### src/verilog/rxcks_pkg.sv
package rxcks_pkg;

  // Register byte offsets on the APB bus.
  localparam logic [7:0] RXCKS_OFF_SLOT = 8'h84;
  localparam logic [7:0] RXCKS_OFF_CHK = 8'h88;
  localparam logic [7:0] RXCKS_OFF_STAT = 8'h80;
  localparam logic [7:0] RXCKS_OFF_IEN = 8'h90;
  localparam logic [7:0] RXCKS_OFF_ICLR = 8'h94;

  // Field positions in the clock-check register.
  localparam int RXCKS_CNT_LSB = 24;
  localparam int RXCKS_MAX_LSB = 16;
  localparam int RXCKS_MIN_LSB = 8;
  localparam int RXCKS_DIV_LSB = 0;

  // Bit position of the clock fail flag in status, enable and clear.
  localparam int RXCKS_FAIL_BIT = 2;

  // Slot counter width and its highest legal value.
  localparam int RXCKS_SLOT_W = 10;
  localparam logic [9:0] RXCKS_SLOT_MAX = 10'h17F;

  // Index of the last observed clock edge in a measurement window (32 edges).
  localparam logic [4:0] RXCKS_WIN_LAST = 5'h1F;

  // Largest legal divider code; higher codes are reserved.
  localparam logic [3:0] RXCKS_DIV_MAX = 4'h8;

  // Reset values.
  localparam logic [7:0] RXCKS_BYTE_RST = 8'h00;
  localparam logic [3:0] RXCKS_DIV_RST = 4'h0;

  // Software-programmed clock-check settings.
  typedef struct packed {
    logic [7:0] upper;
    logic [7:0] lower;
    logic [3:0] div;
  } rxcks_cfg_t;

  // Result of one completed measurement window.
  typedef struct packed {
    logic done;
    logic [7:0] count;
  } rxcks_meas_t;

endpackage

### src/verilog/rxcks_sync.sv
`timescale 1ns/10ps
// Two-flop synchroniser followed by a rising-edge detector on the safe flop.
module rxcks_sync (
  input wire logic pclk,
  input wire logic presetn,
  input wire logic async_in,
  output logic rise
);

  logic meta_ff; // First stage, read only by the second stage.
  logic sync_ff; // Second stage, safe to use.
  logic last_ff; // Previous safe value for edge detection.

  // The chain shifts the pin in on every clock.
  always_ff @(posedge pclk or negedge presetn) begin
    if (!presetn) begin
      meta_ff <= 1'b0;
      sync_ff <= 1'b0;
      last_ff <= 1'b0;
    end else begin
      meta_ff <= async_in;
      sync_ff <= meta_ff;
      last_ff <= sync_ff;
    end
  end

  // A rise is a one-cycle pulse.
  assign rise = sync_ff & ~last_ff;

endmodule

### src/verilog/rxcks_meter.sv
`timescale 1ns/10ps
// Counts prescaled system clocks across 32 observed clock edges.
module rxcks_meter (
  input wire logic pclk,
  input wire logic presetn,
  input wire logic hf_rise,
  input wire logic [3:0] div,
  output rxcks_pkg::rxcks_meas_t meas
);

  logic [7:0] pre_ff; // Prescaler counter.
  logic [4:0] edge_ff; // Observed edges counted in this window.
  logic [7:0] cnt_ff; // Prescaled ticks in this window.
  logic done_ff; // One-cycle pulse at window end.
  logic [7:0] res_ff; // Count of the window just closed.
  logic tick; // Prescaled clock tick.
  logic [7:0] pre_mask; // Terminal value of the prescaler.
  logic [7:0] nxt_cnt; // Count including this cycle's tick.

  // The mask is 2^div - 1, so a tick comes every 2^div clocks.
  always_comb begin
    pre_mask = 8'hFF >> (4'h8 - div);
    if (div > rxcks_pkg::RXCKS_DIV_MAX) begin
      pre_mask = 8'hFF; // Reserved codes behave as the largest divide.
    end
    tick = ((pre_ff & pre_mask) == pre_mask);
    nxt_cnt = cnt_ff + {7'h00, tick};
  end

  // Prescaler runs freely on the system clock.
  always_ff @(posedge pclk or negedge presetn) begin
    if (!presetn) begin
      pre_ff <= rxcks_pkg::RXCKS_BYTE_RST;
    end else begin
      pre_ff <= pre_ff + 8'h01;
    end
  end

  // Window edge counter and tick accumulator.
  always_ff @(posedge pclk or negedge presetn) begin
    if (!presetn) begin
      edge_ff <= 5'h00;
      cnt_ff <= rxcks_pkg::RXCKS_BYTE_RST;
      done_ff <= 1'b0;
    end else begin
      done_ff <= 1'b0;
      if (hf_rise && edge_ff == rxcks_pkg::RXCKS_WIN_LAST) begin
        edge_ff <= 5'h00;
        cnt_ff <= rxcks_pkg::RXCKS_BYTE_RST;
        done_ff <= 1'b1;
      end else begin
        if (hf_rise) begin
          edge_ff <= edge_ff + 5'h01;
        end
        if (tick && cnt_ff != 8'hFF) begin
          cnt_ff <= nxt_cnt; // Saturates rather than wrapping.
        end
      end
    end
  end

  // The closing count is held until the next window ends.
  always_ff @(posedge pclk or negedge presetn) begin
    if (!presetn) begin
      res_ff <= rxcks_pkg::RXCKS_BYTE_RST;
    end else if (hf_rise && edge_ff == rxcks_pkg::RXCKS_WIN_LAST) begin
      res_ff <= (tick && cnt_ff != 8'hFF) ? nxt_cnt : cnt_ff;
    end
  end

  assign meas.done = done_ff;
  assign meas.count = res_ff;

endmodule

### src/verilog/rxcks_top.sv
`timescale 1ns/10ps
// How it works
// - Read-only 10-bit current slot count, reset zero.
// - Slot counter spans 0 to 383.
// - Reserved bits read zero, writes ignored.
// - Count prescaled clocks per 32 edges, hold.
// - Flag failure when count exceeds upper bound.
// - Flag failure when count below lower bound.
// - Bound comparisons are unsigned.
// - Prescaler divides by two to divider code.
// - Write one clears fail flag; zero ignored.
// - Interrupt when flag and enable both set.
module rxcks_top (
  input wire logic pclk,
  input wire logic presetn,
  input wire logic psel,
  input wire logic penable,
  input wire logic pwrite,
  input wire logic [7:0] paddr,
  input wire logic [31:0] pwdata,
  output logic [31:0] prdata,
  output logic pready,
  output logic pslverr,
  input wire logic rx_high_freq_clock,
  input wire logic rx_slot_clock,
  input wire logic rx_frame_start,
  output logic rx_interrupt
);

  rxcks_pkg::rxcks_cfg_t cfg_ff; // Programmed bounds and divider.
  rxcks_pkg::rxcks_meas_t meas; // Measurement result from the meter.
  logic [9:0] slot_ff; // Current receive slot count.
  logic fail_ff; // Sticky receive clock failure flag.
  logic ien_ff; // Interrupt enable for the failure flag.
  logic [31:0] rdata_ff; // Registered read data.
  logic err_ff; // Registered error response.
  logic hf_rise; // Synchronised observed clock edge.
  logic slot_rise; // Synchronised slot boundary.
  logic frame_rise; // Synchronised frame start.
  logic fail_evt; // Bound violation at window end.
  logic wr_acc; // Write access phase.
  logic rd_acc; // Read access phase.
  logic clr_fail; // Software clear of the failure flag.

  // Returns true when a byte lies outside the unsigned bounds.
  function automatic logic rxcks_out_of_range(input logic [7:0] v,
                                              input logic [7:0] lo,
                                              input logic [7:0] hi);
    rxcks_out_of_range = (v > hi) || (v < lo);
  endfunction

  // Synchroniser for the observed high-frequency clock.
  rxcks_sync u_hf_sync (
    .pclk(pclk),
    .presetn(presetn),
    .async_in(rx_high_freq_clock),
    .rise(hf_rise)
  );

  // Synchroniser for the slot boundary strobe.
  rxcks_sync u_slot_sync (
    .pclk(pclk),
    .presetn(presetn),
    .async_in(rx_slot_clock),
    .rise(slot_rise)
  );

  // Synchroniser for the frame start strobe.
  rxcks_sync u_frame_sync (
    .pclk(pclk),
    .presetn(presetn),
    .async_in(rx_frame_start),
    .rise(frame_rise)
  );

  // Measurement engine.
  rxcks_meter u_meter (
    .pclk(pclk),
    .presetn(presetn),
    .hf_rise(hf_rise),
    .div(cfg_ff.div),
    .meas(meas)
  );

  // APB decode; access phases complete in one cycle.
  assign wr_acc = psel && penable && pwrite;
  assign rd_acc = psel && penable && !pwrite;
  assign pready = 1'b1;
  assign clr_fail = wr_acc && paddr == rxcks_pkg::RXCKS_OFF_ICLR &&
                    pwdata[rxcks_pkg::RXCKS_FAIL_BIT];
  assign fail_evt = meas.done &&
                    rxcks_out_of_range(meas.count, cfg_ff.lower, cfg_ff.upper);

  // Slot counter restarts on a frame and stops at its top value.
  always_ff @(posedge pclk or negedge presetn) begin
    if (!presetn) begin
      slot_ff <= 10'h000;
    end else if (frame_rise) begin
      slot_ff <= 10'h000;
    end else if (slot_rise && slot_ff != rxcks_pkg::RXCKS_SLOT_MAX) begin
      slot_ff <= slot_ff + 10'h001;
    end
  end

  // Writable clock-check fields; the count field and reserved bits drop.
  always_ff @(posedge pclk or negedge presetn) begin
    if (!presetn) begin
      cfg_ff.upper <= rxcks_pkg::RXCKS_BYTE_RST;
      cfg_ff.lower <= rxcks_pkg::RXCKS_BYTE_RST;
      cfg_ff.div <= rxcks_pkg::RXCKS_DIV_RST;
    end else if (wr_acc && paddr == rxcks_pkg::RXCKS_OFF_CHK) begin
      cfg_ff.upper <= pwdata[rxcks_pkg::RXCKS_MAX_LSB +: 8];
      cfg_ff.lower <= pwdata[rxcks_pkg::RXCKS_MIN_LSB +: 8];
      cfg_ff.div <= pwdata[rxcks_pkg::RXCKS_DIV_LSB +: 4];
    end
  end

  // Interrupt enable register.
  always_ff @(posedge pclk or negedge presetn) begin
    if (!presetn) begin
      ien_ff <= 1'b0;
    end else if (wr_acc && paddr == rxcks_pkg::RXCKS_OFF_IEN) begin
      ien_ff <= pwdata[rxcks_pkg::RXCKS_FAIL_BIT];
    end
  end

  // Sticky failure flag; a new failure wins over a same-cycle clear.
  always_ff @(posedge pclk or negedge presetn) begin
    if (!presetn) begin
      fail_ff <= 1'b0;
    end else if (fail_evt) begin
      fail_ff <= 1'b1;
    end else if (clr_fail) begin
      fail_ff <= 1'b0;
    end
  end

  // Level interrupt from the gated flag.
  always_ff @(posedge pclk or negedge presetn) begin
    if (!presetn) begin
      rx_interrupt <= 1'b0;
    end else begin
      rx_interrupt <= fail_ff && ien_ff;
    end
  end

  // Read mux; reserved bits read zero and unmapped addresses error.
  always_ff @(posedge pclk or negedge presetn) begin
    if (!presetn) begin
      rdata_ff <= 32'h0000_0000;
      err_ff <= 1'b0;
    end else if (psel && !penable) begin
      rdata_ff <= 32'h0000_0000;
      err_ff <= 1'b0;
      if (paddr == rxcks_pkg::RXCKS_OFF_SLOT) begin
        rdata_ff <= {22'h000000, slot_ff};
      end else if (paddr == rxcks_pkg::RXCKS_OFF_CHK) begin
        rdata_ff <= {meas.count, cfg_ff.upper, cfg_ff.lower,
                     4'h0, cfg_ff.div};
      end else if (paddr == rxcks_pkg::RXCKS_OFF_STAT) begin
        rdata_ff <= {29'h00000000, fail_ff, 2'h0};
      end else if (paddr == rxcks_pkg::RXCKS_OFF_IEN) begin
        rdata_ff <= {29'h00000000, ien_ff, 2'h0};
      end else if (paddr == rxcks_pkg::RXCKS_OFF_ICLR) begin
        rdata_ff <= 32'h0000_0000; // Clear register reads zero.
      end else begin
        err_ff <= 1'b1; // Unmapped address.
      end
    end
  end

  // Data only shows during a read access phase.
  assign prdata = rd_acc ? rdata_ff : 32'h0000_0000;
  assign pslverr = psel && penable && err_ff;

endmodule

### config.mk
export PLATFORM = sky130hd
export DESIGN_NAME = rxcks_top
export DESIGN_NICKNAME = d
export VERILOG_FILES = /design/src/verilog/rxcks_pkg.sv /design/src/verilog/rxcks_sync.sv /design/src/verilog/rxcks_meter.sv /design/src/verilog/rxcks_top.sv
export SDC_FILE = /design/constraint.sdc
export NUM_CORES = 1
export LEC_CHECK = 0
export BUFFER_PORTS_ARGS = -buffer_cell sky130_fd_sc_hd__buf_2
export CAP_MARGIN = 10
export CORE_ASPECT_RATIO = 0.5
export CORE_MARGIN = 5
export CORE_UTILIZATION = 30
export DETAILED_ROUTE_END_ITERATION = 6
export SLEW_MARGIN = 25
export SYNTH_ARGS = -nofsm -noshare
export SYNTH_HDL_FRONTEND = slang
export SYNTH_SLANG_ARGS = --single-unit
### constraint.sdc
create_clock -name pclk -period 4.6 [get_ports pclk]
set_input_delay 0.23 -clock pclk [delete_from_list [all_inputs] [get_ports pclk]]
set_output_delay 0.23 -clock pclk [all_outputs]
set_load 0.02 [all_outputs]
==> impl_metrics.yaml <==
outcome:
  violations: "negative hold slack"
  status: "complete, but fails checks"
clocking:
  htreeDepth: 3
  cts_buffers: 9
  cts-root-buf: "clkbuf_16"
  cts_tree: "built"
  ctsResizeCount: 0
  cts_max_path_buffers: 2
  cts_hold_buf: 3
  cts_setup_buffers: 0
  clock_sinks: 105
  clk_pin_slew_ns: 0.07
  clock_latency_ns: 0.35
yosys:
  ys_seq_elements: 105
  yosys_warnings: 0
  synthXorXnorAreaFrac: 0.02552
  seq_area_frac_synth: 0.5103
  async_reset_ff_frac: 1.000
  syn_inst: 520
  synthFlopType: "dfrtp_1"
  synth.area.mux_share: 0.05006
  synthAdderAreaFrac: 0.05832
  synth_area_leaders: "dfrtp_1 51%, ha_1 5.8%, nand2_1 5.8%"
  netlist.area_leader.share: 0.5103
  synth_most_common_cell: "dfrtp_1"
  synthSimpleGateAreaFrac: 0.2015
  synth_cell_types: 54
  syn_nets: 592
  synth_compound_area_frac: 0.1171
  synth_edf_count: 0
  synth_area_um2: 5149
  postSynthAreaPerCell_um2: 9.901
  synth_top_family_by_area: "simple AND/OR/NAND/NOR gates"
  yosys-top-cells-count: "105 x dfrtp_1, 80 x nand2_1, 48 x o21ai_0, 34 x and2_1"
  yosysTopAreaCell: "dfrtp_1"
sta:
  hold_slack_ns: -0.01983
  slew_viol_final: 0
  fin_tns_setup_ns: 0
  tightest_slew_ns: 0.9871
  rsz0062_at_grt: "false"
  slew_headroom: 0.3420
  fin_crit_ns: 3.209
  skew_ns: 0.008824
  max_freq_ghz: 0.3117
  fin_crit_sh: 0.6975
  setup_violations: 0
  hold_viol: 24
route:
  drt_iter0_markers: 167
  wl_met2_um: 5012
  drtAntennaViolNets: 0
  met1_length_um: 5560
  wl_um: 11090
  highest_layer: "met4"
  wire_per_inst_um: 13.61
  dr_total_vias: 3733
  via_per_inst: 4.580
  drcViolationCount: 0
  drtPass1Iterations: 4
  wl_met3_um: 390
grt:
  grt_usage: 0.1154
  grt_max_degree: 67
  grt_overflow_total: 0
  grt_antenna_before_repair: 0
  grt_pass1_vias: 3753
  grt_pass1_wl_um: 18840
floorplan:
  core-area_um2: 16600
  die-area_um2: 20040
  core.rowCount: 33
  die_h_um: 102.6
  initial_core_util: 0.3102
  ios: 83
  dieWidth_um: 195.3
cells_and_area:
  seq_area_um2: 2628
  insertedDiodeCount: 0
  areaGrowthSynthToFinish_pct: 17.01
  fill_cells: 1687
  layout.nets: 656
  final_util: 0.3630
  post_route_cells_drive_above_1_share: 0.2075
  multi_input_area_um2: 2341
placed_design:
  gp_congestion: 0.8327
  port_buffers: 69
  post-dp-hpwl_um: 7910
pwr:
  max-vdd-ir-drop_mv: 0.1926
  power.leakage_nw: 2.768
  power_density_nw_per_um2: 376.9
critical_path:
  worstPathRequired_ns: 4.87
  path_cells: "inv_1 > ha_1 > nor4b_1 > o21a_1 > a21oi_1 > o22a_1 > nor2_1 > ha_1 > ha_1 > nand2_1 > or3_1 > or4_1 > a31oi_1"
  setup.worst_path.end_class: "register"
  critPathLaunchType: "register"
  reg2reg_to: "u_meter.res_ff[6]"
  r2r_start: "cfg_ff[0]"
  ff2ff_setup_slack_ns: 1.39
  crit_family: "simple AND/OR/NAND/NOR gates"
  crit_buf_inv: 1
  cpMaxStageDelayCell: "dfrtp_1"
  worstRegToRegCells: 13
  arrival_ns: 3.48
  crit_fanout: 14
  crit_type: "reg -> reg"
  slowest_delay_ns: 0.48
  cp_common_cell: "ha_1"
min_path:
  hp-class: "in -> async"
flow_run:
  cap_violations: 0
## report_power, final
| part | switching, mW | leakage, nW | internal [mW] |
|---|---|---|---|
| clock network | 0.358 | 0.135 | 0.373 |
| logic | 0.229 | 1.24 | 0.196 |
| registers | 0.100 | 1.39 | 1.01 |
| total | 0.687 | 2.77 | 1.58 |
## flip-flops by register name, summed over array words and instances, names as in the netlist, 5 cells and up
name             cells
u_meter.pre_ff       8
u_meter.cnt_ff       8
cfg_ff              20
rdata_ff            32
u_meter.res_ff       8
u_meter.edge_ff      5
slot_ff             10
## worst max-delay path by stage
| stage | startpoint | endpoint | slack, ns | cells after the start |
|---|---|---|---|---|
| finish | cfg_ff[0] | u_meter.res_ff[6] | 1.39 | 13 |
| floorplan | cfg_ff[0] | u_meter.res_ff[6] | 1.67 | 14 |
| global placement | cfg_ff[0] | u_meter.res_ff[6] | 1.46 | 13 |
| global route | cfg_ff[0] | u_meter.res_ff[6] | 1.10 | 13 |
| CTS | cfg_ff[0] | u_meter.res_ff[6] | 1.38 | 13 |
| detailed placement | cfg_ff[0] | u_meter.res_ff[6] | 1.41 | 13 |
## layout make-up
class                           instances  area share
Tap cell                              227     0.04714
Timing Repair Buffer                   75     0.06646
Multi-Input combinational cell        368      0.3886
Inverter                               25     0.01558
Clock buffer                            9     0.03738
Clock inverter                          6    0.008723
Sequential cell                       105      0.4361
## cell families after synthesis
| logic type | count (synthesis) |
|---|---|
| XOR/XNOR | 15 |
| adder cells (fa/ha/maj) | 24 |
| buffers and inverters | 47 |
| AND/OR/NAND/NOR | 206 |
| flip-flops | 105 |
| AO/OA/AOI/OAI | 99 |
| multiplexers | 23 |
| other | 1 |
## per-layer routing
metal | global-route usage | up-vias
met1 | 0.1538 | 1755
li1 | - | 1912
met3 | 0.02742 | 13
met4 | 0.02895 | 0
met5 | 0 | -
met2 | 0.1931 | 53
## stage by stage
stage               instance area, um^2  instances  hold slack, ns  power, mW  worst slack, ns
finish                             6025        815        -0.01983      2.271            1.391
global route                       6025        815         0.05972      2.431            1.102
CTS                                6020        815        0.008129      2.300            1.378
detailed placement                 5712        797          0.3395      1.561            1.406
global placement                   5712        797          0.3348      1.542            1.458
floorplan                          5149        520        -0.06559      1.417            1.673
## layout by cell type, fill, tap and decap left out, types with 2 or more instances in the layout
cell and n:
mux2_2 22, a21oi_2 2, nand4_1 7, a22oi_1 6, and2_1 34, clkbuf_16 9
o211ai_1 2, nand2b_1 3, buf_2 68, and3_1 7, xnor2_1 6, or2_2 3
nor2b_1 4, o31ai_1 5, xor2_1 9, dfrtp_1 105, or3_1 7, or4_1 2
nand3_1 12, o21ai_0 48, inv_1 25, nor3_1 7, nand2_1 80, nor2_1 25
a21o_1 3, o21a_1 2, dlygate4sd3_1 3, inv_8 2, clkinv_4 2, o22ai_1 2
buf_4 4, a21oi_1 16, a31oi_1 7, ha_1 24
Power figures use the tool's default switching activity.
